<file path="src/rtl/mfa_pkg.sv">
// constants shared by the motor fault, alarm and speed select block
package mfa_pkg;

    // ------------------------------------------------------------
    // clock and timing
    // ------------------------------------------------------------
    localparam int unsigned CLK_KHZ       = 200000;
    localparam int unsigned LED_ON_MS     = 300;
    localparam int unsigned LED_OFF_MS    = 300;
    localparam int unsigned GROUP_GAP_MS  = 1500;
    localparam int unsigned OVERLOAD_MS   = 5000;
    localparam int unsigned CHURN_WIN_MS  = 1000;
    localparam int unsigned LED_ON_CYC    = LED_ON_MS * CLK_KHZ;
    localparam int unsigned LED_OFF_CYC   = LED_OFF_MS * CLK_KHZ;
    localparam int unsigned GROUP_GAP_CYC = GROUP_GAP_MS * CLK_KHZ;
    localparam int unsigned OVERLOAD_CYC  = OVERLOAD_MS * CLK_KHZ;
    localparam int unsigned CHURN_WIN_CYC = CHURN_WIN_MS * CLK_KHZ;
    localparam logic [4:0]  CHURN_LIMIT   = 5'h10;

    // ------------------------------------------------------------
    // fault codes, equal to the blink count of each group
    // ------------------------------------------------------------
    localparam logic [2:0] FLT_NONE     = 3'h0;
    localparam logic [2:0] FLT_OVERLOAD = 3'h2;
    localparam logic [2:0] FLT_SENSOR   = 3'h3;
    localparam logic [2:0] FLT_OVERVOLT = 3'h4;
    localparam logic [2:0] FLT_UNDERVLT = 3'h5;
    localparam logic [2:0] FLT_OVERSPD  = 3'h6;

    // ------------------------------------------------------------
    // supply and speed limits
    // ------------------------------------------------------------
    localparam int unsigned NOMINAL_MV   = 24000;
    localparam int unsigned OVERV_PCT    = 15;
    localparam int unsigned UNDERV_PCT   = 25;
    localparam logic [15:0] OVERV_MV     = 16'(NOMINAL_MV * (100 + OVERV_PCT) / 100);
    localparam logic [15:0] UNDERV_MV    = 16'(NOMINAL_MV * (100 - UNDERV_PCT) / 100);
    localparam logic [12:0] OVERSPD_RPM  = 13'h0dac;
    localparam logic [12:0] SPD_MIN_RPM  = 13'h0064;
    localparam logic [12:0] SPD_MAX_RPM  = 13'h0bb8;
    localparam logic [11:0] SPD_INT_RST  = 12'h000;
    // 0..5000 mV maps to 0..3000 r/min: scale 0.6 in 16-bit fraction
    localparam logic [15:0] EXT_SCALE    = 16'h999a;

    // ------------------------------------------------------------
    // register map, byte addresses
    // ------------------------------------------------------------
    localparam logic [3:0] REG_CTRL   = 4'h0;
    localparam logic [3:0] REG_STATUS = 4'h4;
    localparam logic [3:0] REG_SPEED  = 4'h8;

endpackage : mfa_pkg

</file>
<file path="src/rtl/mfa_top.sv">
// motor protection, alarm latch, coded led and speed command select
//
// The Avalon-MM slave port and the placing of the registers were decided locally.
`timescale 1ns/1ps
module mfa_top #(
    parameter int unsigned LED_ON_CYC    = mfa_pkg::LED_ON_CYC,
    parameter int unsigned LED_OFF_CYC   = mfa_pkg::LED_OFF_CYC,
    parameter int unsigned GROUP_GAP_CYC = mfa_pkg::GROUP_GAP_CYC,
    parameter int unsigned OVERLOAD_CYC  = mfa_pkg::OVERLOAD_CYC,
    parameter int unsigned CHURN_WIN_CYC = mfa_pkg::CHURN_WIN_CYC
) (
    input  wire logic        mclk_i,
    input  wire logic        srst_i,
    // control inputs, 1 = on
    input  wire logic        run_ramp_i,
    input  wire logic        run_or_hard_stop_input_i,
    input  wire logic        dir_cw_i,
    input  wire logic        speed_source_select_i,
    input  wire logic        fault_clear_i,
    // measured conditions
    input  wire logic        load_over_rated_i,
    input  wire logic        sensor_lost_i,
    input  wire logic [15:0] supply_mv_i,
    input  wire logic [12:0] speed_meas_i,
    input  wire logic [12:0] ext_speed_mv_i,
    // motor side
    output logic             fault_ok_o,
    output logic             motor_run_o,
    output logic             hard_stop_o,
    output logic             dir_cw_o,
    output logic [12:0]      speed_cmd_o,
    output logic             led_o,
    // avalon-mm slave
    input  wire logic [3:0]  avs_address_i,
    input  wire logic        avs_read_i,
    input  wire logic        avs_write_i,
    input  wire logic [31:0] avs_writedata_i,
    input  wire logic [3:0]  avs_byteenable_i,
    output logic [31:0]      avs_readdata_o,
    output logic             avs_waitrequest_o
);

    typedef struct packed {
        logic        waitreq;
        logic [31:0] rdata;
        logic [11:0] spd_int;
        logic [2:0]  code;
        logic        ok;
        logic [31:0] ovl_tmr;
        logic [31:0] win_tmr;
        logic [4:0]  churn;
        logic [2:0]  prev_in;
        logic        clr_prev;
        logic        run;
        logic        hard_stop;
        logic        dir;
        logic [12:0] spd_cmd;
    } mfa_state_t;

    mfa_state_t s_r;
    mfa_state_t s_nxt;

    // ------------------------------------------------------------
    // fault detection, combinational
    // ------------------------------------------------------------
    logic [2:0]  det_code;
    logic [28:0] ext_prod;
    logic [12:0] ext_rpm;
    logic [12:0] sel_rpm;
    logic        clr_accept;
    logic        both_run;
    logic        in_changed;
    logic        ovl_timeout;
    logic        churn_hit;

    assign both_run    = run_ramp_i & run_or_hard_stop_input_i;
    assign in_changed  = ({run_ramp_i, run_or_hard_stop_input_i, dir_cw_i} != s_r.prev_in);
    assign ovl_timeout = load_over_rated_i && (s_r.ovl_tmr >= 32'(OVERLOAD_CYC - 1));
    assign churn_hit   = in_changed && (s_r.churn >= mfa_pkg::CHURN_LIMIT - 5'h1);

    always_comb begin
        // lowest code wins when several appear in the same cycle
        if (ovl_timeout || churn_hit) begin
            det_code = mfa_pkg::FLT_OVERLOAD;
        end else if (sensor_lost_i) begin
            det_code = mfa_pkg::FLT_SENSOR;
        end else if (supply_mv_i >= mfa_pkg::OVERV_MV) begin
            det_code = mfa_pkg::FLT_OVERVOLT;
        end else if (supply_mv_i <= mfa_pkg::UNDERV_MV) begin
            det_code = mfa_pkg::FLT_UNDERVLT;
        end else if (speed_meas_i > mfa_pkg::OVERSPD_RPM) begin
            det_code = mfa_pkg::FLT_OVERSPD;
        end else begin
            det_code = mfa_pkg::FLT_NONE;
        end
    end

    // clear is taken on the off edge of the pulse, motor at rest
    assign clr_accept = s_r.clr_prev && !fault_clear_i && !both_run
                        && (speed_meas_i == 13'h0);

    // ------------------------------------------------------------
    // speed command select and clamp
    // ------------------------------------------------------------
    assign ext_prod = ext_speed_mv_i * mfa_pkg::EXT_SCALE;
    assign ext_rpm  = ext_prod[28:16];

    always_comb begin
        // open select input is pulled off externally, so ext wins
        if (speed_source_select_i) begin
            sel_rpm = {1'b0, s_r.spd_int};
        end else begin
            sel_rpm = ext_rpm;
        end
    end

    // ------------------------------------------------------------
    // next state
    // ------------------------------------------------------------
    always_comb begin
        s_nxt          = s_r;
        s_nxt.prev_in  = {run_ramp_i, run_or_hard_stop_input_i, dir_cw_i};
        s_nxt.clr_prev = fault_clear_i;

        // overload timing: sustained over-torque
        if (load_over_rated_i && s_r.ok) begin
            s_nxt.ovl_tmr = s_r.ovl_tmr + 32'h1;
        end else begin
            s_nxt.ovl_tmr = 32'h0;
        end

        // churn window: too many run/direction changes per window
        if (s_r.win_tmr >= 32'(CHURN_WIN_CYC - 1)) begin
            s_nxt.win_tmr = 32'h0;
            s_nxt.churn   = 5'h0;
        end else begin
            s_nxt.win_tmr = s_r.win_tmr + 32'h1;
            if (in_changed && s_r.ok && s_r.churn != 5'h1f) begin
                s_nxt.churn = s_r.churn + 5'h1;
            end
        end

        // alarm latch; a fault in the clear cycle still wins
        if (s_r.ok) begin
            if (det_code != mfa_pkg::FLT_NONE) begin
                s_nxt.ok   = 1'b0;
                s_nxt.code = det_code;
            end
        end else if (clr_accept) begin
            if (det_code != mfa_pkg::FLT_NONE) begin
                s_nxt.code = det_code;
            end else begin
                s_nxt.ok    = 1'b1;
                s_nxt.code  = mfa_pkg::FLT_NONE;
                s_nxt.churn = 5'h0;
            end
        end

        // motor drive: brake has precedence, alarm forces a hard stop
        if (!s_nxt.ok) begin
            s_nxt.run       = 1'b0;
            s_nxt.hard_stop = 1'b1;
        end else begin
            s_nxt.run       = both_run;
            s_nxt.hard_stop = !run_or_hard_stop_input_i;
        end
        s_nxt.dir = dir_cw_i;

        // clamp keeps a zero internal setting at the lowest speed
        if (sel_rpm < mfa_pkg::SPD_MIN_RPM) begin
            s_nxt.spd_cmd = mfa_pkg::SPD_MIN_RPM;
        end else if (sel_rpm > mfa_pkg::SPD_MAX_RPM) begin
            s_nxt.spd_cmd = mfa_pkg::SPD_MAX_RPM;
        end else begin
            s_nxt.spd_cmd = sel_rpm;
        end

        // bus slave: one wait cycle, then answer for exactly one cycle
        s_nxt.waitreq = 1'b1;
        if ((avs_read_i || avs_write_i) && s_r.waitreq) begin
            s_nxt.waitreq = 1'b0;
            if (avs_read_i) begin
                case (avs_address_i)
                    mfa_pkg::REG_CTRL: begin
                        s_nxt.rdata = {20'h0, s_r.spd_int};
                    end
                    mfa_pkg::REG_STATUS: begin
                        s_nxt.rdata = {27'h0, s_r.code, !s_r.ok, s_r.ok};
                    end
                    mfa_pkg::REG_SPEED: begin
                        s_nxt.rdata = {19'h0, s_r.spd_cmd};
                    end
                    default: begin
                        s_nxt.rdata = 32'h0;
                    end
                endcase
            end else if (avs_address_i == mfa_pkg::REG_CTRL) begin
                if (avs_byteenable_i[0]) begin
                    s_nxt.spd_int[7:0] = avs_writedata_i[7:0];
                end
                if (avs_byteenable_i[1]) begin
                    s_nxt.spd_int[11:8] = avs_writedata_i[11:8];
                end
            end
        end
    end

    // ------------------------------------------------------------
    // state register
    // ------------------------------------------------------------
    always_ff @(posedge mclk_i) begin
        if (srst_i) begin
            s_r.waitreq   <= 1'b1;
            s_r.rdata     <= 32'h0;
            s_r.spd_int   <= mfa_pkg::SPD_INT_RST;
            s_r.code      <= mfa_pkg::FLT_NONE;
            s_r.ok        <= 1'b1;
            s_r.ovl_tmr   <= 32'h0;
            s_r.win_tmr   <= 32'h0;
            s_r.churn     <= 5'h0;
            s_r.prev_in   <= 3'h0;
            s_r.clr_prev  <= 1'b0;
            s_r.run       <= 1'b0;
            s_r.hard_stop <= 1'b1;
            s_r.dir       <= 1'b0;
            s_r.spd_cmd   <= mfa_pkg::SPD_MIN_RPM;
        end else begin
            s_r <= s_nxt;
        end
    end

    // ------------------------------------------------------------
    // coded alarm led
    // ------------------------------------------------------------
    mfa_blink #(
        .ON_CYC  (LED_ON_CYC),
        .OFF_CYC (LED_OFF_CYC),
        .GAP_CYC (GROUP_GAP_CYC)
    ) u_blink (
        .mclk_i   (mclk_i),
        .srst_i   (srst_i),
        .active_i (!s_r.ok),
        .count_i  (s_r.code),
        .led_o    (led_o)
    );

    assign fault_ok_o        = s_r.ok;
    assign motor_run_o       = s_r.run;
    assign hard_stop_o       = s_r.hard_stop;
    assign dir_cw_o          = s_r.dir;
    assign speed_cmd_o       = s_r.spd_cmd;
    assign avs_readdata_o    = s_r.rdata;
    assign avs_waitrequest_o = s_r.waitreq;

endmodule : mfa_top

</file>
<file path="src/rtl/mfa_blink.sv">
// coded alarm led blinker: groups of lit/dark pulses with a pause
`timescale 1ns/1ps
module mfa_blink #(
    parameter int unsigned ON_CYC  = 60,
    parameter int unsigned OFF_CYC = 60,
    parameter int unsigned GAP_CYC = 300
) (
    input  wire logic       mclk_i,
    input  wire logic       srst_i,
    input  wire logic       active_i,
    input  wire logic [2:0] count_i,
    output logic            led_o
);

    typedef enum logic [3:0] {
        BL_IDLE = 4'h1,
        BL_ON   = 4'h2,
        BL_OFF  = 4'h4,
        BL_GAP  = 4'h8
    } mfa_bl_st_t;

    typedef struct packed {
        mfa_bl_st_t  st;
        logic [31:0] tmr;
        logic [2:0]  left;
        logic        led;
    } mfa_bl_t;

    mfa_bl_t s_r;
    mfa_bl_t s_nxt;

    always_comb begin
        s_nxt     = s_r;
        s_nxt.tmr = s_r.tmr - 32'h1;
        case (s_r.st)
            BL_IDLE: begin
                s_nxt.tmr = 32'h0;
                if (active_i) begin
                    s_nxt.st   = BL_ON;
                    s_nxt.tmr  = 32'(ON_CYC - 1);
                    s_nxt.left = count_i;
                    s_nxt.led  = 1'b1;
                end
            end
            BL_ON: begin
                if (s_r.tmr == 32'h0) begin
                    s_nxt.st   = BL_OFF;
                    s_nxt.tmr  = 32'(OFF_CYC - 1);
                    s_nxt.left = s_r.left - 3'h1;
                    s_nxt.led  = 1'b0;
                end
            end
            BL_OFF: begin
                if (s_r.tmr == 32'h0) begin
                    if (s_r.left == 3'h0) begin
                        s_nxt.st  = BL_GAP;
                        s_nxt.tmr = 32'(GAP_CYC - 1);
                    end else begin
                        s_nxt.st  = BL_ON;
                        s_nxt.tmr = 32'(ON_CYC - 1);
                        s_nxt.led = 1'b1;
                    end
                end
            end
            BL_GAP: begin
                if (s_r.tmr == 32'h0) begin
                    s_nxt.st   = BL_ON;
                    s_nxt.tmr  = 32'(ON_CYC - 1);
                    s_nxt.left = count_i;
                    s_nxt.led  = 1'b1;
                end
            end
            default: begin
                s_nxt.st  = BL_IDLE;
                s_nxt.led = 1'b0;
            end
        endcase
        // clearing the alarm stops the pattern at once, mid-blink
        if (!active_i) begin
            s_nxt.st   = BL_IDLE;
            s_nxt.tmr  = 32'h0;
            s_nxt.left = 3'h0;
            s_nxt.led  = 1'b0;
        end
    end

    always_ff @(posedge mclk_i) begin
        if (srst_i) begin
            s_r.st   <= BL_IDLE;
            s_r.tmr  <= 32'h0;
            s_r.left <= 3'h0;
            s_r.led  <= 1'b0;
        end else begin
            s_r <= s_nxt;
        end
    end

    assign led_o = s_r.led;

endmodule : mfa_blink

</file>
<file path="config.mk">
export PLATFORM = sky130hd
export DESIGN_NAME = mfa_top
export DESIGN_NICKNAME = d
export VERILOG_FILES = /design/src/rtl/mfa_pkg.sv /design/src/rtl/mfa_top.sv /design/src/rtl/mfa_blink.sv
export SDC_FILE = /design/constraint.sdc
export NUM_CORES = 1
export LEC_CHECK = 0
export ABC_CLOCK_PERIOD_IN_PS = 10400
export BUFFER_PORTS_ARGS = -buffer_cell sky130_fd_sc_hd__buf_2
export CORE_UTILIZATION = 41
export DETAILED_ROUTE_END_ITERATION = 6
export PLACE_DENSITY_LB_ADDON = 0.08
export SYNTH_ARGS = -nofsm -noshare
export SYNTH_HDL_FRONTEND = slang
export SYNTH_SLANG_ARGS = --single-unit
</file>
<file path="constraint.sdc">
create_clock -name mclk_i -period 10.4 [get_ports mclk_i]
set_clock_uncertainty 0.1 [all_clocks]
set_input_delay 2.6 -clock mclk_i [delete_from_list [all_inputs] [get_ports mclk_i]]
set_output_delay 2.6 -clock mclk_i [all_outputs]
set_load 0.01 [all_outputs]
</file>
==> results.yml, run 1 <==
status:
  result_of_the_run: "completed"
clock_network:
  cts_sinks: 158
  number_of_buffers_created_by_cts: 17
  clk_transition_reported_paths_ns: 0.06
  clk_root_buffer_cell: "clkbuf_16"
  post-cts-setup-buffer-count: 0
  cts_resized: 0
  cts.path.max_buffers: 2
  h_tree_depth: 4
  cts-hold-fix-buffers: 0
  clock_insertion_delay_at_the_later_pin_of_the_skew_report_ns: 0.43
  tritoncts: "yes"
power:
  vdd_ir_drop_max_uv: 123
  power_per_cell_area_nw_per_um2: 200
  total_power_mw: 2.36
  power.leakage_nw: 5.18
route:
  wl_met1_mm: 12.3
  length_of_the_first_detailed_routing_pass_in_iterations: 5
  routed_wirelength_mm: 24.2
  wl_per_cell_um: 14.6
  routed-wl-met2_mm: 10.8
  initialDrtViolationCount: 324
  detailroute.wirelength.met3_um: 881
  avgViaCountPerCell: 5.01
  drc: 0
  vias: 8341
  route.top_layer_used: "met5"
  ant_nets: 0
placement:
  place_hpwl_mm: 19.0
  port_buffers: 102
  gp_weighted_congestion: 0.814
timing:
  relSlewSlack_pct: 31.2
  total_count_of_hold_check_failures_in_the_final_report: 0
  final_max_slew_viol_count: 0
  finalWorstPathRequiredPeriod_ns: 8.09
  finalCritPeriodShare_pct: 77.7
  timing.setup.tns_ns: 0
  finalSetupViolations: 0
  maxClockFrequency_mhz: 124
  worst_pin_slew_ns: 1.03
  rsz0062_at_grt: "false"
yosys:
  number_of_enable_type_register_cells_in_the_synthesized_netlist: 0
  synth-seq-cells: 158
  synth_cell_type_count: 76
  synth_sequential_area_ratio_pct: 29.7
  synth_flop_cell: "dfxtp_1"
  post-synth-top-area-cell: "dfxtp_1"
  post_synth_main_area_contributors: "dfxtp_1 30%, ha_1 11%, fa_1 8.5%, nor2_1 6.0%, xnor2_1 4.4%"
  postSynth.asyncResetShare_pct: 0
  synth_common_cells: "170 x nor2_1, 158 x dfxtp_1, 124 x inv_1"
  synth_area_per_cell_sq_um: 8.53
  yosys_warnings: 0
  yosys.cell_count.top_type: "nor2_1"
  post_synth_instance_area_sq_um: 10700
  synth_cells: 1249
  synth_top_cell_area_share_pct: 29.7
hold_path:
  holdCritStartpoint: "s_r[57]$_SDFF_PP0_"
  worst_hold_path_type: "flop to flop"
flow_run:
  maxCapViolations: 0
die:
  floorplan.die_area_sq_um: 26600
  placementRows: 58
  io_pins: 144
  die_y_um: 163
  die_w_um: 163
  core_sq_um: 25300
  starting_density_pct: 42.1
global_routing:
  antenna_found_initial: 3
  grt_first_pass_wirelength_mm: 40.3
  first_global_vias: 8148
  pin_count_of_the_biggest_net_entering_global_routing: 39
  grt_overflow_total: 0
  grt_usage_pct: 19.1
critical_path:
  endpoint_arrival_time_on_the_critical_path_ns: 8.29
  crit_type: "input pin to flop"
  worstPathRequired_ns: 10.61
  cp-start-kind: "input pin"
  startpoint: "ext_speed_mv_i[5]"
  critical_path.endpoint_type: "flop"
  worst_path_maximum_fanout: 7
  critical_path.reg2reg.startpoint: "u_blink.s_r[6]$_SDFF_PP0_"
cells_and_area:
  flow.area_growth_from_synthesis_pct: 10.7
  layout.nets: 1554
  fraction_of_layout_cells_with_a_size_suffix_above_1_pct: 12.4
cell type report:
| cell class | instances | area, sq um |
|---|---|---|
| Antenna cell | 2 | 5.00 |
| Clock buffer | 19 | 453 |
| Clock inverter | 12 | 126 |
| Fill cell | 2581 | 13500 |
| Inverter | 124 | 465 |
| Multi-Input combinational cell | 912 | 6630 |
| Sequential cell | 158 | 3160 |
| Tap cell | 330 | 413 |
| Timing Repair Buffer | 107 | 548 |
worst max-delay path, stage by stage:
cell and delay (ns):
buf_2 0.18, inv_1 0.06, ha_1 0.32, fa_1 0.57, inv_1 0.08, fa_1 0.50
inv_1 0.06, fa_1 0.53, inv_1 0.05, fa_1 0.41, ha_1 0.42, a21oi_1 0.16
o21ai_0 0.29, a21oi_1 0.07, a21oi_1 0.39, nor4_1 0.09, a211o_1 0.35, a2111o_1 0.33
or4b_4 0.53, a211o_1 0.30
placed cells by master, fill, tap and decap left out, types with 4 or more instances in the layout:
cell type,instances
nor2_1,170
xor2_1,43
dfxtp_1,158
or3_1,4
nor4_1,14
o31ai_1,4
o21ai_0,33
a211o_1,5
conb_1,24
and2_1,6
ha_1,96
or4_1,8
buf_2,102
fa_1,45
a2111oi_0,4
or2_2,7
xnor2_1,54
nand4_1,25
inv_6,4
clkinvlp_4,4
nor2b_1,10
a22oi_1,14
nand3_1,46
nand2_1,83
o21bai_1,7
a31oi_1,7
nand2b_1,5
nor3_1,22
o21ai_1,4
and4_1,4
and3_1,17
o211ai_1,5
clkbuf_16,17
a211oi_1,6
mux2i_1,21
inv_1,124
a21oi_1,62
buf_4,5
final timing paths:
path	cells past startpoint	slack [ns]	endpoint
worst max-delay path	20	2.31	speed_cmd_o[5]$_SDFF_PP1_
worst min-delay path	1	0.34	s_r[57]$_SDFF_PP0_
worst max register to register	10	7.19	u_blink.s_r[17]$_SDFF_PP0_
worst min register to register	1	0.34	s_r[57]$_SDFF_PP0_
report_power, final:
group / leakage (nW) / switching [mW] / internal, mW
logic: 3.63 / 0.670 / 0.422
registers: 1.28 / 0.0216 / 0.632
clock network: 0.273 / 0.269 / 0.347
routing by layer:
| metal | up-vias | track usage [%] |
|---|---|---|
| met5 | - | 0 |
| met4 | 2 | 4.72 |
| met3 | 19 | 3.58 |
| met2 | 107 | 30.4 |
| met1 | 3885 | 26.4 |
| li1 | 4328 | - |
per-stage QoR:
step | util [%] | cells | setup slack, ns | cell area, sq um | hold slack, ns
floorplan | - | 1272 | 2.59 | 10700 | 0.313
global placement | 44.3 | 1631 | 1.90 | 11200 | 0.325
detailed placement | 44.3 | 1631 | 1.89 | 11200 | 0.332
CTS | 46.6 | 1662 | 2.34 | 11800 | 0.346
global route | 46.6 | 1662 | 2.08 | 11800 | 0.369
finish | 46.6 | 1664 | 2.31 | 11800 | 0.342
kinds of logic after synthesis:
| group | Yosys count | share of synthesized area [%] |
|---|---|---|
| adders and majority gates | 141 | 19.7 |
| other | 1 | 0.0352 |
| muxes | 23 | 2.18 |
| DFF | 158 | 29.7 |
| buffers and inverters | 202 | 9.01 |
| xor gates and xnor gates | 97 | 7.97 |
| AOI/OAI and AO/OA | 187 | 11.5 |
| and+or+nand+nor | 440 | 19.9 |
registers in the layout, summed over array words and instances, names as in the netlist:
| signal | count |
|---|---|
| u_blink.s_r | 39 |
| s_r | 88 |
| avs_waitrequest_o | 1 |
| hard_stop_o | 1 |
| fault_ok_o | 1 |
| speed_cmd_o | 13 |
| motor_run_o | 1 |
| avs_readdata_o | 13 |
| u_blink.led_o | 1 |
Power figures use the tool's default switching activity.
==> inputs of run 2 (changes only) <==
--- a/config.mk
+++ b/config.mk
@@ -5,7 +5,8 @@
 export SDC_FILE = /design/constraint.sdc
 export NUM_CORES = 1
 export LEC_CHECK = 0
-export ABC_CLOCK_PERIOD_IN_PS = 10400
+export ABC_AREA = 1
+export ABC_CLOCK_PERIOD_IN_PS = 6500
 export BUFFER_PORTS_ARGS = -buffer_cell sky130_fd_sc_hd__buf_2
 export CORE_UTILIZATION = 41
 export DETAILED_ROUTE_END_ITERATION = 6
==> constraint.sdc (replaced) <==
create_clock -name mclk_i -period 6.5 [get_ports mclk_i]
set_clock_uncertainty 0.1 [all_clocks]
set_input_delay 1.625 -clock mclk_i [delete_from_list [all_inputs] [get_ports mclk_i]]
set_output_delay 1.625 -clock mclk_i [all_outputs]
set_load 0.01 [all_outputs]
==> results.yml, run 2 <==
status:
  result_of_the_run: "completed"
yosys:
  postSynth.asyncResetShare_pct: 0
  yosys_warnings: 0
  post_synth_main_area_contributors: "dfxtp_1 27%, nand2_1 11%, inv_1 10%, ha_1 10%, fa_1 7.7%"
  synth_cells: 1687
  post_synth_instance_area_sq_um: 11700
  synth_top_cell_area_share_pct: 26.9
  synth_flop_cell: "dfxtp_1"
  synth-seq-cells: 158
  number_of_enable_type_register_cells_in_the_synthesized_netlist: 0
  yosys.cell_count.top_type: "nand2_1"
  synth_sequential_area_ratio_pct: 26.9
  synth_area_per_cell_sq_um: 6.96
  post-synth-top-area-cell: "dfxtp_1"
  synth_common_cells: "339 x nand2_1, 324 x inv_1, 188 x nor2_1"
  synth_cell_type_count: 50
die:
  placementRows: 61
  die_w_um: 171
  core_sq_um: 28000
  starting_density_pct: 41.9
  floorplan.die_area_sq_um: 29300
  die_y_um: 171
  io_pins: 144
cells_and_area:
  largest_reg_flops: 88
  layout_commonest_cell: "nand2_1"
  layout.nets: 2065
  final_cell_mix: "336 x nand2_1, 324 x inv_1, 186 x nor2_1"
  flow.area_growth_from_synthesis_pct: 14.7
  fin_util_pct: 48.1
  fraction_of_layout_cells_with_a_size_suffix_above_1_pct: 13.9
  reg_top3: "s_r x88, u_blink.s_r x39"
  antenna-diode-count: 0
  top_register: "s_r"
  post-route-cell-area_sq_um: 13500
clock_network:
  cts-hold-fix-buffers: 0
  number_of_buffers_created_by_cts: 17
  h_tree_depth: 4
  cts_sinks: 158
  clk_transition_reported_paths_ns: 0.07
  clk_root_buffer_cell: "clkbuf_16"
  tritoncts: "yes"
  clock_insertion_delay_at_the_later_pin_of_the_skew_report_ns: 0.44
  cts.path.max_buffers: 2
global_routing:
  grt_overflow_total: 0
  first_global_vias: 9775
  antenna_found_initial: 0
  grt_usage_pct: 20.3
  grt_first_pass_wirelength_mm: 46.9
  pin_count_of_the_biggest_net_entering_global_routing: 24
critical_path:
  critical_path.endpoint_type: "flop"
  worstPathRequired_ns: 6.77
  worst_path_maximum_fanout: 4
  endpoint_arrival_time_on_the_critical_path_ns: 6.45
  crit_type: "input pin to flop"
  cp-start-kind: "input pin"
timing:
  relSlewSlack_pct: 40.1
  finalSetupViolations: 0
  final_max_slew_viol_count: 0
  finalWorstPathRequiredPeriod_ns: 6.18
  total_count_of_hold_check_failures_in_the_final_report: 0
  finalCritPeriodShare_pct: 95.1
  maxClockFrequency_mhz: 162
  whs_ns: 0.332
  worst_pin_slew_ns: 0.891
placement:
  port_buffers: 102
  place_hpwl_mm: 23.8
  dpl-instance-area_sq_um: 12900
  gp_weighted_congestion: 0.874
power:
  power_per_cell_area_nw_per_um2: 312
  power.leakage_nw: 6.56
  total_power_mw: 4.21
  vdd_ir_drop_max_uv: 202
hold_path:
  worst_hold_path_type: "flop to flop"
flow_run:
  maxCapViolations: 0
route:
  avgViaCountPerCell: 4.68
  ant_nets: 0
  wl_per_cell_um: 12.9
  initialDrtViolationCount: 475
  vias: 10389
  routed_wirelength_mm: 28.7
  drc: 0
  length_of_the_first_detailed_routing_pass_in_iterations: 7
## run 2: changes by cell type after synthesis, sizes merged, moves of 31 or more
cell   change
nand2    +257
inv      +204
nand3     +57
a21oi     +36
nor2      +36
xnor2     -31
## run 2: power breakdown
part | internal, mW | switching [mW] | leakage (nW)
Combinational | 0.905 | 1.28 | 5.01
Clock | 0.535 | 0.441 | 0.274
Sequential | 1.01 | 0.0365 | 1.28
Total | 2.45 | 1.75 | 6.56
## run 2: path summary, 6_finish.rpt
| path | start | end | slack (ns) | cells after the start |
|---|---|---|---|---|
| worst min register to register | u_blink.s_r[4]$_SDFF_PP0_ | u_blink.s_r[4]$_SDFF_PP0_ | 0.33 | 1 |
| worst max register to register | u_blink.s_r[4]$_SDFF_PP0_ | u_blink.s_r[17]$_SDFF_PP0_ | 3.62 | 15 |
| worst max-delay path | ext_speed_mv_i[5] | speed_cmd_o[10]$_SDFF_PP0_ | 0.32 | 28 |
| worst min-delay path | u_blink.s_r[4]$_SDFF_PP0_ | u_blink.s_r[4]$_SDFF_PP0_ | 0.33 | 1 |
## run 2: cells by family (layout without fill, tap and decap cells)
| family | after synthesis | after routing | share of synthesized area, % |
|---|---|---|---|
| AND/OR/NAND/NOR | 757 | 757 | 28.6 |
| flip-flops | 158 | 158 | 26.9 |
| AO/OA/AOI/OAI | 190 | 190 | 8.93 |
| other | 1 | 24 | 0.0319 |
| XOR/XNOR | 45 | 45 | 3.36 |
| adder cells (fa/ha/maj) | 141 | 141 | 17.9 |
| buffers and inverters | 395 | 529 | 14.3 |
## run 2: layout make-up
cell class              instances  area [sq um]
repair buffers                166           995
multi-input cells            1157          7030
flip-flops and latches        158          3160
fillers                      2940         14500
clock inverters                14           133
clock buffers                  18           429
inverters                     331          1250
well taps                     378           473
## run 2: routing by layer
layer	GRT usage, %	wire length [um]	up-vias
met2	36.2	14000	159
met4	5.28	447	0
li1	-	-	5545
met5	0	0	-
met1	25.6	13500	4654
met3	2.69	803	31
## run 2: stage by stage
step	cells	setup WS (ns)	TNS, ns
3_5_place_dp	2189	-0.192	-1.90
4_1_cts	2221	0.256	0
5_1_grt	2222	-0.00653	-0.00770
2_1_floorplan	1710	0.438	0
6_report	2222	0.321	0
3_3_place_gp	2189	-0.176	-1.73
## run 2: what timing repair did
item                       CTS  global route
setup buffers                0             1
hold endpoints to repair     0             0
setup endpoints to repair    0            12
resized for setup            0            10
## run 2: critical path: stages
cell and delay [ns]:
buf_2 0.09, inv_1 0.04, ha_1 0.32, fa_1 0.54, inv_1 0.08, fa_1 0.48, inv_1 0.05, fa_1 0.53
inv_1 0.05, fa_1 0.47, ha_1 0.37, nand2_1 0.13, inv_1 0.07, a21oi_1 0.14, nand2_1 0.11, inv_1 0.08
nand2_1 0.07, nand2_1 0.09, nand3_1 0.07, nand3_1 0.09, nand2_1 0.09, nor2_1 0.09, o21ai_0 0.11, buf_4 0.17
a21oi_4 0.19, buf_4 0.15, nand2_1 0.05, nor2_1 0.10
